## src/shared/atr_pkg.sv

```systemverilog
package atr_pkg;

    localparam int DATA_W = 8;
    localparam int ADDR_W = 8;
    localparam int PRE_W  = 10;
    localparam int NUM_BUF = 5;
    localparam int NUM_IRQ = 3;

    typedef struct packed {
        logic [ADDR_W-1:0] addr;
        logic [DATA_W-1:0] wdata;
        logic              wr;
        logic              rd;
    } atr_bus_req_t;

    // register byte offsets
    localparam logic [ADDR_W-1:0] OFS_CTL_A = 8'hb0;
    localparam logic [ADDR_W-1:0] OFS_CTL_B = 8'hb1;
    localparam logic [ADDR_W-1:0] OFS_COUNT = 8'hb2;
    localparam logic [ADDR_W-1:0] OFS_CMP_A = 8'hb3;
    localparam logic [ADDR_W-1:0] OFS_CMP_B = 8'hb4;
    localparam logic [ADDR_W-1:0] OFS_ASYNC = 8'hb6;
    localparam logic [ADDR_W-1:0] OFS_MASK  = 8'h70;
    localparam logic [ADDR_W-1:0] OFS_FLAGS = 8'h37;

    // async status fields; busy bits double as buffer entry index
    localparam int ASR_EXTERNAL_CLOCK_ENABLE   = 6;
    localparam int ASR_ASEL    = 5;
    localparam int BUSY_COUNT  = 4;
    localparam int BUSY_CMP_A  = 3;
    localparam int BUSY_CMP_B  = 2;
    localparam int BUSY_CTL_A  = 1;
    localparam int BUSY_CTL_B  = 0;

    // flag and mask bits
    localparam int FLG_MATCH_B = 2;
    localparam int FLG_MATCH_A = 1;
    localparam int FLG_OVF     = 0;

    // control fields
    localparam logic [DATA_W-1:0] CTL_A_WMASK = 8'hf3;
    localparam logic [DATA_W-1:0] CTL_B_WMASK = 8'h0f;
    localparam logic [DATA_W-1:0] FULL_WMASK  = 8'hff;
    localparam int COM_A_LSB = 6;
    localparam int COM_B_LSB = 4;
    localparam int WGM_LSB   = 0;
    localparam int WGM2_BIT  = 3;
    localparam int CS_LSB    = 0;

    localparam logic [DATA_W-1:0] RST_VAL = 8'h00;
    localparam logic [DATA_W-1:0] CNT_MAX = 8'hff;
    localparam logic [DATA_W-1:0] CNT_BOT = 8'h00;
    localparam logic [DATA_W-1:0] CNT_ONE = 8'h01;

    typedef enum logic [2:0] {
        CS_STOP    = 3'b000,
        CS_DIV1    = 3'b001,
        CS_DIV8    = 3'b010,
        CS_DIV32   = 3'b011,
        CS_DIV64   = 3'b100,
        CS_DIV128  = 3'b101,
        CS_DIV256  = 3'b110,
        CS_DIV1024 = 3'b111
    } atr_clk_sel_t;

    typedef enum logic [1:0] {
        WGM_NORMAL = 2'b00,
        WGM_PC     = 2'b01,
        WGM_CTC    = 2'b10,
        WGM_FAST   = 2'b11
    } atr_wgm_t;

    localparam logic [1:0] COM_OFF    = 2'b00;
    localparam logic [1:0] COM_TOGGLE = 2'b01;
    localparam logic [1:0] COM_CLEAR  = 2'b10;
    localparam logic [1:0] COM_SET    = 2'b11;

    // prescaler tap masks: tick when the low bits are all ones
    localparam logic [PRE_W-1:0] PRE_M8    = 10'h007;
    localparam logic [PRE_W-1:0] PRE_M32   = 10'h01f;
    localparam logic [PRE_W-1:0] PRE_M64   = 10'h03f;
    localparam logic [PRE_W-1:0] PRE_M128  = 10'h07f;
    localparam logic [PRE_W-1:0] PRE_M256  = 10'h0ff;
    localparam logic [PRE_W-1:0] PRE_M1024 = 10'h3ff;
    localparam logic [PRE_W-1:0] PRE_ZERO  = 10'h000;
    localparam logic [PRE_W-1:0] PRE_ONE   = 10'h001;

endpackage

```

## src/core/atr_core.sv

```systemverilog
// Strobed register access was chosen for this implementation.
`timescale 1ns/1ps
// Summary of operation
// - clock select zero stops the counter; 001 counts every source tick.
// - clock select 010..111 divide the source by 8,32,64,128,256,1024.
// - software reads and writes the 8-bit counter directly.
// - a counter write blocks the compare match on the next timer tick.
// - both compare registers are compared continuously; match drives flag.
// - external clock bit with async picks pin buffer, else crystal runs.
// - async select zero counts on io clock, one on the oscillator pin.
// - changing async select may corrupt timer registers; software rewrites.
// - async writes park in shadow storage and raise busy bits 4..0.
// - counter reads return live value; compare and control reads return shadow storage.
// - mask bits 2,1,0 gate flags into irq; irq_req is also gated by the global interrupt bit.
// - a counter match with a compare register sets its match flag.
// - executing an interrupt vector clears the matching flag.
// - writing one to a flag clears it; zero leaves it.
// - overflow flag sets at max, at top in fast pwm with compare-a top, or on turning at zero in phase correct.
module atr_core (
    input  wire logic                  clk,
    input  wire logic                  rst_n,
    input  wire atr_pkg::atr_bus_req_t bus_req,
    output logic [atr_pkg::DATA_W-1:0] bus_rdata,
    input  wire logic                  timer_osc_pin_one,
    input  wire logic                  global_irq_en,
    input  wire logic [atr_pkg::NUM_IRQ-1:0] vector_ack,
    output logic [atr_pkg::NUM_IRQ-1:0] irq_req,
    output logic                       irq,
    output logic                       wave_out_a,
    output logic                       wave_out_b,
    output logic                       osc_run,
    output logic                       ext_clk_buf_en
);

    localparam int DW = atr_pkg::DATA_W;
    localparam int NB = atr_pkg::NUM_BUF;
    localparam int NI = atr_pkg::NUM_IRQ;

    ////////////////////////////////////////////////////////////////////////
    // register state

    logic          external_clock_enable;
    logic          async_select;
    logic [NB-1:0] busy;
    logic [DW-1:0] shadow [NB];
    logic [DW-1:0] live   [NB];
    logic [DW-1:0] count;
    logic          count_down;
    logic          block_match;
    logic [NI-1:0] flags;
    logic [NI-1:0] mask;
    logic [atr_pkg::PRE_W-1:0] presc;

    logic          osc_meta;
    logic          osc_sync;
    logic          osc_prev;

    ////////////////////////////////////////////////////////////////////////
    // bus decode

    wire logic wr = bus_req.wr;
    wire logic rd = bus_req.rd;
    wire logic [DW-1:0] wdata = bus_req.wdata;
    wire logic [atr_pkg::ADDR_W-1:0] addr = bus_req.addr;

    wire logic [NB-1:0] wr_hit = {
        wr && addr == atr_pkg::OFS_COUNT,
        wr && addr == atr_pkg::OFS_CMP_A,
        wr && addr == atr_pkg::OFS_CMP_B,
        wr && addr == atr_pkg::OFS_CTL_A,
        wr && addr == atr_pkg::OFS_CTL_B
    };
    wire logic wr_async = wr && addr == atr_pkg::OFS_ASYNC;
    wire logic wr_mask  = wr && addr == atr_pkg::OFS_MASK;
    wire logic wr_flags = wr && addr == atr_pkg::OFS_FLAGS;

    wire logic [DW-1:0] wmask [NB] = '{
        atr_pkg::CTL_B_WMASK,
        atr_pkg::CTL_A_WMASK,
        atr_pkg::FULL_WMASK,
        atr_pkg::FULL_WMASK,
        atr_pkg::FULL_WMASK
    };

    ////////////////////////////////////////////////////////////////////////
    // timer source clock and prescaler

    // the pin is sampled, so it must toggle well below half of clk
    wire logic osc_rise   = osc_sync && !osc_prev;
    wire logic src_tick   = async_select ? osc_rise : 1'b1;
    wire logic commit     = async_select && osc_rise;
    wire logic asel_flip  = wr_async &&
                            wdata[atr_pkg::ASR_ASEL] != async_select;

    wire logic [DW-1:0] ctl_a = live[atr_pkg::BUSY_CTL_A];
    wire logic [DW-1:0] ctl_b = live[atr_pkg::BUSY_CTL_B];
    wire logic [DW-1:0] cmp_a = live[atr_pkg::BUSY_CMP_A];
    wire logic [DW-1:0] cmp_b = live[atr_pkg::BUSY_CMP_B];

    wire atr_pkg::atr_clk_sel_t clk_sel =
        atr_pkg::atr_clk_sel_t'(ctl_b[atr_pkg::CS_LSB +: 3]);

    function automatic logic [atr_pkg::PRE_W-1:0] tap_mask(
        input atr_pkg::atr_clk_sel_t sel
    );
        unique case (sel)
            atr_pkg::CS_STOP:    tap_mask = atr_pkg::PRE_ZERO;
            atr_pkg::CS_DIV1:    tap_mask = atr_pkg::PRE_ZERO;
            atr_pkg::CS_DIV8:    tap_mask = atr_pkg::PRE_M8;
            atr_pkg::CS_DIV32:   tap_mask = atr_pkg::PRE_M32;
            atr_pkg::CS_DIV64:   tap_mask = atr_pkg::PRE_M64;
            atr_pkg::CS_DIV128:  tap_mask = atr_pkg::PRE_M128;
            atr_pkg::CS_DIV256:  tap_mask = atr_pkg::PRE_M256;
            atr_pkg::CS_DIV1024: tap_mask = atr_pkg::PRE_M1024;
        endcase
    endfunction

    wire logic [atr_pkg::PRE_W-1:0] tap = tap_mask(clk_sel);
    wire logic pre_hit    = (presc & tap) == tap;
    wire logic timer_tick = src_tick && pre_hit &&
                            clk_sel != atr_pkg::CS_STOP;

    ////////////////////////////////////////////////////////////////////////
    // counting sequence

    wire atr_pkg::atr_wgm_t wgm =
        atr_pkg::atr_wgm_t'(ctl_a[atr_pkg::WGM_LSB +: 2]);
    wire logic wgm2    = ctl_b[atr_pkg::WGM2_BIT];
    wire logic mode_pc = wgm == atr_pkg::WGM_PC;
    wire logic use_ocra_top = wgm == atr_pkg::WGM_CTC || wgm2;
    wire logic [DW-1:0] top = use_ocra_top ? cmp_a : atr_pkg::CNT_MAX;
    wire logic at_top  = count == top;
    wire logic at_bot  = count == atr_pkg::CNT_BOT;
    wire logic at_max  = count == atr_pkg::CNT_MAX;

    wire logic turn_down = mode_pc && !count_down && at_top;
    wire logic turn_up   = mode_pc && count_down && at_bot;
    wire logic go_down   = mode_pc && (turn_down || (count_down && !at_bot));

    wire logic [DW-1:0] next_count_run =
        go_down ? count - atr_pkg::CNT_ONE :
        (!mode_pc && at_top) ? atr_pkg::CNT_BOT :
        count + atr_pkg::CNT_ONE;

    // fast pwm with compare-a top flags at top; phase correct flags on turning at bottom; others flag at max
    wire logic ovf_point = mode_pc ? turn_up :
                           (wgm == atr_pkg::WGM_FAST && wgm2) ? at_top :
                           at_max;

    wire logic load_direct = wr_hit[atr_pkg::BUSY_COUNT] && !async_select;
    wire logic load_commit = commit && busy[atr_pkg::BUSY_COUNT];
    wire logic count_load  = load_direct || load_commit;
    wire logic [DW-1:0] load_val =
        load_direct ? wdata : shadow[atr_pkg::BUSY_COUNT];

    ////////////////////////////////////////////////////////////////////////
    // match and flag events

    wire logic match_a = timer_tick && !block_match && count == cmp_a;
    wire logic match_b = timer_tick && !block_match && count == cmp_b;
    wire logic ovf_evt = timer_tick && ovf_point;

    wire logic [NI-1:0] set_evt = {match_b, match_a, ovf_evt};
    wire logic [NI-1:0] sw_clr  = wr_flags ? wdata[NI-1:0] : '0;
    // set beats both clears so a same-cycle event is never dropped
    wire logic [NI-1:0] next_flags =
        (flags & ~sw_clr & ~vector_ack) | set_evt;
    wire logic [NI-1:0] next_irq_req =
        next_flags & mask & {NI{global_irq_en}};

    wire logic [1:0] com_a = ctl_a[atr_pkg::COM_A_LSB +: 2];
    wire logic [1:0] com_b = ctl_a[atr_pkg::COM_B_LSB +: 2];

    function automatic logic wave_next(
        input logic       cur,
        input logic       hit,
        input logic [1:0] com
    );
        wave_next = cur;
        if (hit) begin
            unique case (com)
                atr_pkg::COM_OFF:    wave_next = cur;
                atr_pkg::COM_TOGGLE: wave_next = !cur;
                atr_pkg::COM_CLEAR:  wave_next = 1'b0;
                atr_pkg::COM_SET:    wave_next = 1'b1;
            endcase
        end
    endfunction

    ////////////////////////////////////////////////////////////////////////
    // read mux

    wire logic [DW-1:0] async_rd =
        {1'b0, external_clock_enable, async_select, busy[NB-1:0]};
    wire logic [DW-1:0] rd_mux =
        addr == atr_pkg::OFS_COUNT ? count :
        addr == atr_pkg::OFS_CMP_A ? shadow[atr_pkg::BUSY_CMP_A] :
        addr == atr_pkg::OFS_CMP_B ? shadow[atr_pkg::BUSY_CMP_B] :
        addr == atr_pkg::OFS_CTL_A ? shadow[atr_pkg::BUSY_CTL_A] :
        addr == atr_pkg::OFS_CTL_B ? shadow[atr_pkg::BUSY_CTL_B] :
        addr == atr_pkg::OFS_ASYNC ? async_rd :
        addr == atr_pkg::OFS_MASK  ? {{(DW-NI){1'b0}}, mask} :
        addr == atr_pkg::OFS_FLAGS ? {{(DW-NI){1'b0}}, flags} :
        atr_pkg::RST_VAL;

    ////////////////////////////////////////////////////////////////////////
    // buffered registers: shadow, busy and live copy per entry

    genvar g;
    generate
        for (g = 0; g < NB; g++) begin : gen_buf
            // a new write during busy is software's fault and not guarded
            wire logic set_busy = wr_hit[g] && async_select;
            always_ff @(posedge clk or negedge rst_n) begin
                if (!rst_n) begin
                    shadow[g] <= atr_pkg::RST_VAL;
                    busy[g]   <= 1'b0;
                end else begin
                    if (wr_hit[g]) begin
                        shadow[g] <= wdata & wmask[g];
                    end
                    // pending transfers are dropped when the source flips
                    busy[g] <= set_busy ||
                               (busy[g] && !commit && !asel_flip);
                end
            end
            always_ff @(posedge clk or negedge rst_n) begin
                if (!rst_n) begin
                    live[g] <= atr_pkg::RST_VAL;
                end else if (wr_hit[g] && !async_select) begin
                    live[g] <= wdata & wmask[g];
                end else if (commit && busy[g]) begin
                    live[g] <= shadow[g];
                end
            end
        end
    endgenerate

    ////////////////////////////////////////////////////////////////////////
    // clock source, prescaler and counter

    always_ff @(posedge clk or negedge rst_n) begin
        if (!rst_n) begin
            osc_meta <= 1'b0;
            osc_sync <= 1'b0;
            osc_prev <= 1'b0;
        end else begin
            osc_meta <= timer_osc_pin_one;
            osc_sync <= osc_meta;
            osc_prev <= osc_sync;
        end
    end

    always_ff @(posedge clk or negedge rst_n) begin
        if (!rst_n) begin
            external_clock_enable        <= 1'b0;
            async_select <= 1'b0;
        end else if (wr_async) begin
            external_clock_enable        <= wdata[atr_pkg::ASR_EXTERNAL_CLOCK_ENABLE];
            async_select <= wdata[atr_pkg::ASR_ASEL];
        end
    end

    always_ff @(posedge clk or negedge rst_n) begin
        if (!rst_n) begin
            presc <= atr_pkg::PRE_ZERO;
        end else if (asel_flip) begin
            presc <= atr_pkg::PRE_ZERO;
        end else if (src_tick) begin
            presc <= presc + atr_pkg::PRE_ONE;
        end
    end

    always_ff @(posedge clk or negedge rst_n) begin
        if (!rst_n) begin
            count      <= atr_pkg::RST_VAL;
            count_down <= 1'b0;
        end else if (count_load) begin
            count      <= load_val;
        end else if (timer_tick) begin
            count      <= next_count_run;
            count_down <= go_down && !turn_up;
        end
    end

    always_ff @(posedge clk or negedge rst_n) begin
        if (!rst_n) begin
            block_match <= 1'b0;
        end else if (count_load) begin
            block_match <= 1'b1;
        end else if (timer_tick) begin
            block_match <= 1'b0;
        end
    end

    ////////////////////////////////////////////////////////////////////////
    // flags, mask and outputs

    always_ff @(posedge clk or negedge rst_n) begin
        if (!rst_n) begin
            flags <= '0;
            mask  <= '0;
        end else begin
            flags <= next_flags;
            if (wr_mask) begin
                mask <= wdata[NI-1:0];
            end
        end
    end

    always_ff @(posedge clk or negedge rst_n) begin
        if (!rst_n) begin
            irq_req        <= '0;
            irq            <= 1'b0;
            bus_rdata      <= atr_pkg::RST_VAL;
            wave_out_a     <= 1'b0;
            wave_out_b     <= 1'b0;
            osc_run        <= 1'b0;
            ext_clk_buf_en <= 1'b0;
        end else begin
            irq_req        <= next_irq_req;
            irq            <= |(next_flags & mask);
            bus_rdata      <= rd ? rd_mux : atr_pkg::RST_VAL;
            wave_out_a     <= wave_next(wave_out_a, match_a, com_a);
            wave_out_b     <= wave_next(wave_out_b, match_b, com_b);
            osc_run        <= async_select && !external_clock_enable;
            ext_clk_buf_en <= async_select && external_clock_enable;
        end
    end

endmodule

```

## config.mk

```make
export PLATFORM = sky130hd
export DESIGN_NAME = atr_core
export DESIGN_NICKNAME = d
export VERILOG_FILES = /design/src/shared/atr_pkg.sv /design/src/core/atr_core.sv
export SDC_FILE = /design/constraint.sdc
export NUM_CORES = 1
export LEC_CHECK = 0
export ABC_AREA = 1
export BUFFER_PORTS_ARGS = -buffer_cell sky130_fd_sc_hd__buf_4
export CAP_MARGIN = 20
export CORE_MARGIN = 5
export CORE_UTILIZATION = 55
export DETAILED_ROUTE_END_ITERATION = 16
export PLACE_DENSITY = 0.75
export SYNTH_ARGS = -nofsm -noshare
export SYNTH_HDL_FRONTEND = slang
export SYNTH_SLANG_ARGS = --single-unit
```

## constraint.sdc

```tcl
create_clock -name clk -period 1.75 [get_ports clk]
set_clock_uncertainty 0.05 [all_clocks]
set_input_delay 0.175 -clock clk [delete_from_list [all_inputs] [get_ports clk]]
set_output_delay 0.175 -clock clk [all_outputs]
set_load 0.05 [all_outputs]
```

=== Word level (Yosys, flattened, before mapping) ===
Memory sizes are Yosys's and may differ from the RTL's.
Cells that the tools add are included.

* Multiplexer cells: 33
* Reduce and logical (&&, ||, !) cells: 87
* Bitwise logic cells: 11
* Multipliers: 0
* Shifts and indexed selects: 0
* Eq/ne operators: 23
* Order comparisons: 0
* Div/mod/pow operators: 0
* Add/sub/neg operators: 3

{| class="wikitable"
|+ Operators with widths
! cell !! number
|-
| $mux 8 || 17
|-
| $eq 8x8->1 const B || 7
|-
| $logic_and 1x1->1 || 53
|-
| $eq 8x8->1 || 3
|-
| $mux 10 || 2
|-
| $mux 7 || 2
|-
| $and 3x3->3 || 4
|-
| $eq 2x2->1 const B || 6
|-
| $logic_not 1->1 || 12
|-
| $reduce_bool 2->1 || 6
|-
| $add 10x1->10 const B || 1
|-
| $and 10x10->10 || 1
|-
| $eq 10x10->1 || 1
|-
| $mux 3 || 3
|-
| $add 8x1->8 const B || 1
|-
| $eq 8x6->1 const B || 1
|-
| $eq 8x7->1 const B || 1
|-
| $logic_not 8->1 || 1
|-
| $logic_or 1x1->1 || 8
|-
| $mux 4 || 2
|-
| $sub 8x1->8 const B || 1
|-
| $eq 2x1->1 const B || 3
|-
| $not 3->3 || 2
|-
| $pmux 1 s3 || 2
|-
| other kinds (8) || 17
|}

* RAM bits: 0
* Bits in latches: 0
* Input port bits: 25
* Memories: 1
* Memory bits (read-only): 80
* Register bits after elaboration: 114

{| class="wikitable"
|+ Memories
! memory !! words !! width !! rd ports !! clocked after memory_dff !! wr ports !! RTL line !! text
|-
| (no name shown) || 8 || 10 || 1 || 0 || 0 || atr_core.sv:106 || <nowiki>unique case (sel)</nowiki>
|}

=== Longest topological paths before layout ===
Gate-level depths: netlist (run 1).

* Depth in word-level cells: 10
* Depth in mapped cells: 14
* Gate-level depth less buffers: 13

=== Worst setup path before layout (run 1) ===
No wires, ideal clock.

* Kind: register to register
* Start point: register count[0]
* End point: register irq
* Path buffers: 0
* Arrival time: 1.527 ns
* Path slack: 0.049 ns
* Period minus slack after synthesis: 1.701 ns
* Cell stages (with the launch flop): 11
* Setup time: 0.125 ns
* Required time: 1.575 ns
* Path through: dfrtp_1 inv_1 ha_1 nand2_1 nor3_1 a31oi_2 a21oi_1 o21ai_0 nand2_1 nand2_1 nand3_1

* Longest elaborated chain between the ends: 7

{| class="wikitable"
|+ Ends and longest elaborated chain
! element !! RTL line !! text
|-
| from (decl) || atr_core.sv:47 || <nowiki>logic [DW-1:0] count;</nowiki>
|-
| from (signal assigned) || atr_core.sv:276 || <nowiki>count <= atr_pkg::RST_VAL;</nowiki>
|-
| from (signal assigned) || atr_core.sv:279 || <nowiki>count <= load_val;</nowiki>
|-
| from (signal assigned) || atr_core.sv:281 || <nowiki>count <= next_count_run;</nowiki>
|-
| $eq 8x8->1, or another cell as far along || atr_core.sv:134 || <nowiki>wire logic at_max = count == atr_pkg::CNT_MAX;</nowiki>
|-
| $mux 1 / $logic_and 1x1->1 (equally long branches) || atr_core.sv:147, atr_core.sv:137 ||
|-
| $mux 1 (*) || atr_core.sv:146 || <nowiki>wire logic ovf_point = mode_pc ? turn_up :</nowiki>
|-
| $logic_and 1x1->1 (*) || atr_core.sv:161 || <nowiki>wire logic ovf_evt = timer_tick && ovf_point;</nowiki>
|-
| $or 3x3->3 (*) || atr_core.sv:167 || <nowiki>(flags & ~sw_clr & ~vector_ack) | set_evt;</nowiki>
|-
| named net next_flags[0] || atr_core.sv:166 || <nowiki>wire logic [NI-1:0] next_flags =</nowiki>
|-
| $and 3x3->3 (*) || atr_core.sv:322 || <nowiki>irq <= |(next_flags & mask);</nowiki>
|-
| $reduce_or 3->1 (*) || atr_core.sv:322 ||
|-
| to (signal assigned) || atr_core.sv:322 ||
|-
| to (decl) || atr_core.sv:28 || <nowiki>output logic irq,</nowiki>
|}

The timed path passes the listed nets; every way through them passes the cells marked *.
A chain may end at the register's enable or synchronous reset.

=== Worst setup path in the final report (run 1) ===
* Start point: register live (netlist bit ctl_b[2])
* End point: register count[6]

* Longest elaborated chain between the ends: 6

{| class="wikitable"
|+ Ends and longest elaborated chain
! element !! RTL line !! text
|-
| from (decl) || atr_core.sv:46 || <nowiki>logic [DW-1:0] live [NB];</nowiki>
|-
| from (signal, indexed assignment) || atr_core.sv:229 || <nowiki>live[g] <= atr_pkg::RST_VAL;</nowiki>
|-
| from (signal, indexed assignment) || atr_core.sv:231 || <nowiki>live[g] <= wdata & wmask[g];</nowiki>
|-
| from (signal, indexed assignment) || atr_core.sv:233 || <nowiki>live[g] <= shadow[g];</nowiki>
|-
| $mem_v2 8x10 || - ||
|-
| $and 10x10->10 || atr_core.sv:119 || <nowiki>wire logic pre_hit = (presc & tap) == tap;</nowiki>
|-
| $eq 10x10->1 || atr_core.sv:119 ||
|-
| $logic_and 1x1->1 || atr_core.sv:120 || <nowiki>wire logic timer_tick = src_tick && pre_hit &&</nowiki>
|-
| $logic_and 1x1->1 (*) || atr_core.sv:120 ||
|-
| $reduce_bool 2->1 (no line) (*) || - ||
|}

Mark *: on every way between the ends. The rest lies on a longest branch, timed or not.

==> results.toml, run 1 <==
[critical_path]
end_kind = "register"
reg2regPathDepth = 11
critPathMostFrequentCell = "nor2_4"
worstPathBufferInverterCount = 3
crit_start = "ctl_b[2]"
crit_family = "simple AND/OR/NAND/NOR gates"
cp.depth = 11
timing.rr.end = "count[6]"
required_ns = 1.99
cp_slowest_cell = "dfrtp_2"
reg2reg_slack_ns = -0.06
crit_chain = "buf_6, nand2_1, o22ai_1, nor2_1, nand3_2, nor2_4, buf_6, nor2_4, buf_12, nor2_4, a22oi_2"
cp-endpoint = "count[6]"
rr_startpoint = "ctl_b[2]"
path_class = "reg2reg"
setup.worst_path.start_class = "register"
critPathMaxFanout = 9
max_stage_delay_ns = 0.46
crit_arrival_ns = 2.05

[yosys]
ys_types = 45
synth_top_cell_by_area = "dfrtp_1"
ys_warn_count = 0
syn_inst = 730
synth_edf_count = 0
synth_nets = 759
yosysMostFrequentCell = "nand2_1"
ys_seq_elements = 112
ys_async_sr_fraction_pct = 100
yosysTopAreaCellShare_pct = 47.5
yosys_most_used_dff = "dfrtp_1"
synthesis.area_um2 = 5900
avgSynthCellArea_um2 = 8.08
synth_area_leaders = "dfrtp_1 (47%), nand2_1 (9.8%), inv_1 (6.1%)"
yosysSeqAreaShare_pct = 47.5
yosys-top-cells-count = "nand2_1 (154), dfrtp_1 (112), inv_1 (96), nor2_1 (83), o21ai_0 (62)"

[floorplanning]
ioPinCount = 41
coreArea_um2 = 10400
dieArea_um2 = 12900
die_y_um = 114
die_w_um = 114
start_util_pct = 56.6
row_count = 37

[hold_path]
hp-class = "in2reg"
min_path_cells = 3

[sta]
fmax_mhz = 553
finalCritPeriodShare_pct = 103
finalWorstPathRequiredPeriod_ns = 1.81
slew_viol_final = 0
rsz0062_at_grt = "true"
final_hold_viol_count = 0
final-setup-viol-count = 15
tightestPinTransition_ns = 0.555
layout_setup_ws_ns = -0.0579
slew_headroom_pct = 63.0

[pwr]
total_power_w = 0.00834
pwr_density_cell_nw_per_um2 = 1080
cellLeakagePower_nw = 3.92
ir_drop_v = 0.000711

[grt]
grt_pass1_wl_um = 28500
met2_usage_pct = 45.5
antenna_found_initial = 0
grt_use_met3_pct = 5.99
busiest_layer = "met2"
grt.total_usage_pct = 28.5
grtUsageMet1_pct = 38.4
grt_max_degree = 38
grt_pass1_vias = 5570
grt-ovfl-total = 0

[finish]
fin_util_pct = 73.9
syn2layout_area_growth_pct = 30.4
drive_gt1_share_pct = 29.0
stdcell_count = 1013
nNetsFinal = 901
n_antenna_cell = 0
fin_area_um2 = 7690

[placed_design]
place_ws_ns = -0.195
placed_area_um2 = 6910
port_buffers = 40
place_inst = 970
post-dp-hpwl_um = 13500
gp_congestion = 1.01

[route]
drc_errors = 0
num_vias = 5765
drtAntennaViolNets = 0
dr.pass1.iters = 5
wl_per_cell_um = 18.0
drtIter0Drc = 732
wirelength_um = 18200
routed_via_density = 5.69

[run]
drv_cap = 0

[cts]
htreeDepth = 3
insertion_delay_ns = 0.40
clock_sinks = 112
numCtsBuffers = 9
cts_buffer_depth = 2
tritoncts = "done"
clk_pin_slew_worst_paths_ns = 0.11
cts-root-buf = "clkbuf_8"

[outcome]
violations = "setup timing"
status = "finished with violations"
## sequential cells by signal, indices dropped and copies added (netlist names)
| name | cells |
|---|---|
| async_rd | 5 |
| async_select | 1 |
| block_match | 1 |
| bus_rdata | 8 |
| cmp_a | 8 |
| cmp_b | 8 |
| count | 8 |
| count_down | 1 |
| ctl_a | 6 |
| ctl_b | 4 |
| ext_clk_buf_en | 1 |
| external_clock_enable | 1 |
| flags | 3 |
| irq | 1 |
| irq_req | 3 |
| mask | 3 |
| osc_meta | 1 |
| osc_prev | 1 |
| osc_run | 1 |
| osc_sync | 1 |
| presc | 10 |
| shadow | 34 |
| wave_out_a | 1 |
| wave_out_b | 1 |
## worst reg2reg max path, stage by stage, from the launching register on
cell and delay (ns):
dfrtp_2 0.46, buf_6 0.14, nand2_1 0.06, o22ai_1 0.08, nor2_1 0.13, nand3_2 0.15
nor2_4 0.15, buf_6 0.12, nor2_4 0.04, buf_12 0.14, nor2_4 0.13, a22oi_2 0.06
## cells in the final DEF (no fill, tap or decap), types with 10 or more instances in the layout
cell           Yosys  routed
nor2_1            83      62
buf_4              5     125
xor2_1            10      10
a221oi_1          14      12
nor2_2             6      20
o21ai_0           62      55
dlygate4sd3_1      0      12
inv_2              6      12
o21ai_1            9      12
o22ai_1           10      10
a21oi_1           40      32
dfrtp_1          112     105
nand3_1           35      28
nand2_1          154     144
inv_1             96      90
## metal layers
metal / vias to the layer above / share of wire [%] / routed length (um)
met5: - / 0 / 0
met1: 2745 / 40 / 7350
met4: 0 / 3.5 / 639
met3: 59 / 7.5 / 1370
li1: 2693 / - / -
met2: 268 / 49 / 8860
## kinds of logic after synthesis
| logic type | synth area share, % |
|---|---|
| buffers and inverters | 8.21 |
| flip-flops | 47.5 |
| XOR/XNOR | 3.12 |
| adder cells (fa/ha/maj) | 0.848 |
| AND/OR/NAND/NOR | 23.5 |
| AO/OA/AOI/OAI | 16.8 |
## metrics by stage
step / TNS, ns / hold WS [ns]
floorplan: 0 / -0.171
finish: -0.457 / 0.0278
detailed placement: -1.36 / 0.141
CTS: -0.380 / 0.00540
global placement: -0.624 / 0.133
global route: -1.75 / 0.0231
## worst min-delay path by stage
stage | slack [ns] | from | endpoint
after floorplan | -0.17 | rst_n | async_rd[0]
after global placement | 0.13 | rst_n | irq_req[1]
after detailed placement | 0.14 | rst_n | irq_req[1]
after CTS | 0.005 | bus_req[4] | shadow[34]
after global routing | 0.02 | bus_req[4] | shadow[34]
final | 0.03 | bus_req[4] | shadow[34]
## power by group
part	switching [W]	total [W]	internal (W)
sequential	0.000378	0.00336	0.00298
clock	0.000969	0.00167	0.000703
combinational	0.00179	0.00332	0.00153
## final cells by class
| type | instances | area [um2] |
|---|---|---|
| inverters | 103 | 389 |
| clock inverters | 6 | 82.6 |
| repair buffers | 146 | 1190 |
| well taps | 136 | 170 |
| multi-input cells | 500 | 2930 |
| fillers | 773 | 2720 |
| clock buffers | 10 | 128 |
| flip-flops and latches | 112 | 2810 |
## timing repair
item                                    CTS  global route
endpoints found under the setup margin   15            30
hold buffers                             12             0
gates resized for setup                  27            76
pin swaps                                11            25
buffers inserted                          8            10
hold endpoints to repair                 45             0
Power figures use the tool's default switching activity.
==> inputs of run 2 (changes only) <==
--- a/config.mk
+++ b/config.mk
@@ -5,13 +5,12 @@
 export SDC_FILE = /design/constraint.sdc
 export NUM_CORES = 1
 export LEC_CHECK = 0
-export ABC_AREA = 1
 export BUFFER_PORTS_ARGS = -buffer_cell sky130_fd_sc_hd__buf_4
 export CAP_MARGIN = 20
 export CORE_MARGIN = 5
 export CORE_UTILIZATION = 55
 export DETAILED_ROUTE_END_ITERATION = 16
-export PLACE_DENSITY = 0.75
+export PLACE_DENSITY = 0.74
 export SYNTH_ARGS = -nofsm -noshare
 export SYNTH_HDL_FRONTEND = slang
 export SYNTH_SLANG_ARGS = --single-unit
==> run 2 against run 1 <==
Compared with the run above: the run still ends with setup timing left; synthesized cell count fell by 17%; power shrank 26%; critical endpoint unchanged; highest routed layer unchanged; maximum frequency fell by 18%; largest power group unchanged; global-route usage grew 1.5 points.
==> results.toml, run 2 <==
[outcome]
status = "finished with violations"
violations = "setup timing"

[critical_path]
rr_startpoint = "cmp_a[1]"
max_stage_delay_ns = 0.48
crit_chain = "nor2b_1, a2111o_1, nor3_2, buf_4, a31o_1, a22oi_1, o32ai_1"
crit_arrival_ns = 2.46
end_kind = "register"
worstPathBufferInverterCount = 1
reg2reg_slack_ns = -0.46
setup.worst_path.start_class = "register"
reg2regPathDepth = 7
critPathMaxFanout = 3
cp_slowest_cell = "a2111o_1"
required_ns = 2.00
timing.rr.end = "count[6]"
path_class = "reg2reg"
crit_family = "compound AO/OA/AOI/OAI gates"

[cts]
htreeDepth = 3
clock_sinks = 112
clk_pin_slew_worst_paths_ns = 0.11
numCtsBuffers = 9
cts_buffer_depth = 2
cts-root-buf = "clkbuf_8"
insertion_delay_ns = 0.40
tritoncts = "done"

[hold_path]
hold_end = "shadow[19]"
hp-class = "in2reg"
hold_path.startpoint = "bus_req[5]"
min_path_cells = 3

[floorplanning]
die_y_um = 115
ioPinCount = 41
row_count = 38
dieArea_um2 = 13200
start_util_pct = 56.0
die_w_um = 115
coreArea_um2 = 10800

[grt]
grt-ovfl-total = 0
antenna_found_initial = 0
grt_pass1_wl_um = 30000
grt.total_usage_pct = 30.0
grt_pass1_vias = 5613
grt_max_degree = 37

[route]
num_vias = 5599
met1_length_um = 8020
wirelength_um = 18900
drc_errors = 0
drtAntennaViolNets = 0
dr.pass1.iters = 5
wl_met3_um = 1280
drtIter0Drc = 679
wl_met2_um = 8950
routed_via_density = 6.14
highest_layer = "met4"
wl_per_cell_um = 20.7

[yosys]
synth_edf_count = 0
yosysMostFrequentCell = "dfrtp_1"
avgSynthCellArea_um2 = 9.94
yosysSeqAreaShare_pct = 46.4
yosys_most_used_dff = "dfrtp_1"
synth_nets = 637
ys_async_sr_fraction_pct = 100
synthesis.area_um2 = 6040
ys_warn_count = 0
synth_area_leaders = "dfrtp_1 (46%), mux2_2 (5.6%), mux2i_1 (4.1%)"
yosysTopAreaCellShare_pct = 46.4
syn_inst = 608
ys_types = 71
yosys-top-cells-count = "dfrtp_1 (112), nand2_1 (57), nor2_1 (42), a21oi_1 (32), mux2_2 (30)"
synth_top_cell_by_area = "dfrtp_1"
ys_seq_elements = 112

[sta]
fmax_mhz = 452
fin_setup_tns_ns = -6.12
rsz0062_at_grt = "true"
finalCritPeriodShare_pct = 126
tightestPinTransition_ns = 0.405
slew_headroom_pct = 73.0
final_hold_viol_count = 0
finalWorstPathRequiredPeriod_ns = 2.21
final-setup-viol-count = 18
slew_viol_final = 0
hold_ws_ns = 0.0268
layout_setup_ws_ns = -0.460

[placed_design]
post-dp-hpwl_um = 14200
port_buffers = 40
gp_congestion = 0.973
place_inst = 887

[finish]
final_common_cell = "buf_4"
fin_util_pct = 73.2
nNetsFinal = 797
syn2layout_area_growth_pct = 30.7
regArea_um2 = 2800
drive_gt1_share_pct = 35.0
largest_reg_flops = 34
fillers = 784
n_antenna_cell = 0
final_cell_mix = "buf_4 (168), dfrtp_1 (111), nand2_1 (54)"
top_register = "shadow"
multi_input_area_um2 = 3250
stdcell_count = 912
reg_top3 = "shadow: 34 flops, presc: 10 flops"

[pwr]
cellLeakagePower_nw = 3.69
pwr_density_cell_nw_per_um2 = 779
ir_drop_v = 0.000793

[run]
drv_cap = 0
-- run 2: changes by cell type in the layout (fill, tap and decap cells not counted), moves of 25 or more --
cell / change
inv_1: -77
o21ai_0: -31
mux2i_1: +25
nand2_1: -90
mux2_2: +30
buf_4: +43
-- run 2: worst reg2reg max path, delay by kind of cell, from the launching register on --
family                 cells  cell delay (ns)
AO/OA/AOI/OAI              4             1.08
AND/OR/NAND/NOR            2             0.42
flip-flops                 1             0.40
buffers and inverters      1             0.17
-- run 2: power breakdown --
part | internal, W | leakage (nW) | switching, W | total (W)
Clock | 0.000600 | 0.0930 | 0.000899 | 0.00150
Combinational | 0.000817 | 2.21 | 0.000847 | 0.00166
Sequential | 0.00281 | 1.38 | 0.000179 | 0.00299
-- run 2: what timing repair did --
item | 4_1_cts | 5_1_grt
setup buffers | 0 | 7
resized for setup | 10 | 14
endpoints found under the hold margin | 113 | 0
setup endpoints to repair | 19 | 19
hold buffers | 3 | 0
pin swaps | 5 | 7
-- run 2: stage by stage --
stage / setup WS [ns] / total power (W) / cell area [um2]
detailed placement: -0.390 / 0.00461 / 7540
global route: -0.497 / 0.00644 / 7900
CTS: -0.355 / 0.00611 / 7780
floorplan: -0.189 / 0.00382 / 6170
finish: -0.460 / 0.00615 / 7900
global placement: -0.387 / 0.00455 / 7540
-- run 2: layout make-up --
cell class,count,area share (%)
Clock buffer,12,1.96
Multi-Input combinational cell,449,41.1
Timing Repair Buffer,179,18.0
Tap cell,140,2.22
Clock inverter,3,0.333
Sequential cell,112,35.5
Inverter,17,0.840
-- run 2: how the worst max path moves through the flow --
stage / endpoint / start / cells past startpoint
5_1_grt: count[6] / cmp_a[1] / 7
2_1_floorplan: wave_out_b / ctl_b[1] / 6
3_5_place_dp: irq / presc[9] / 7
6_report: count[6] / cmp_a[1] / 7
3_3_place_gp: irq / presc[9] / 7
4_1_cts: count[6] / ctl_b[1] / 7
-- run 2: cells by family (layout without fill, tap and decap cells) --
logic type / count (synthesis) / in the layout / share of synthesized area [%]
adders and majority gates: 4 / 4 / 0.828
AOI/OAI and AO/OA: 141 / 141 / 15.9
muxes: 66 / 66 / 11.8
DFF: 112 / 112 / 46.4
xor gates and xnor gates: 24 / 24 / 3.48
and+or+nand+nor: 214 / 214 / 18.5
buffers and inverters: 47 / 211 / 3.11
-- run 2: routing by layer --
layer	vias to the layer above	global-route usage, %
met2	271	48.3
met5	-	0
met1	2747	40.6
met3	48	5.89
li1	2533	-
met4	0	11.5
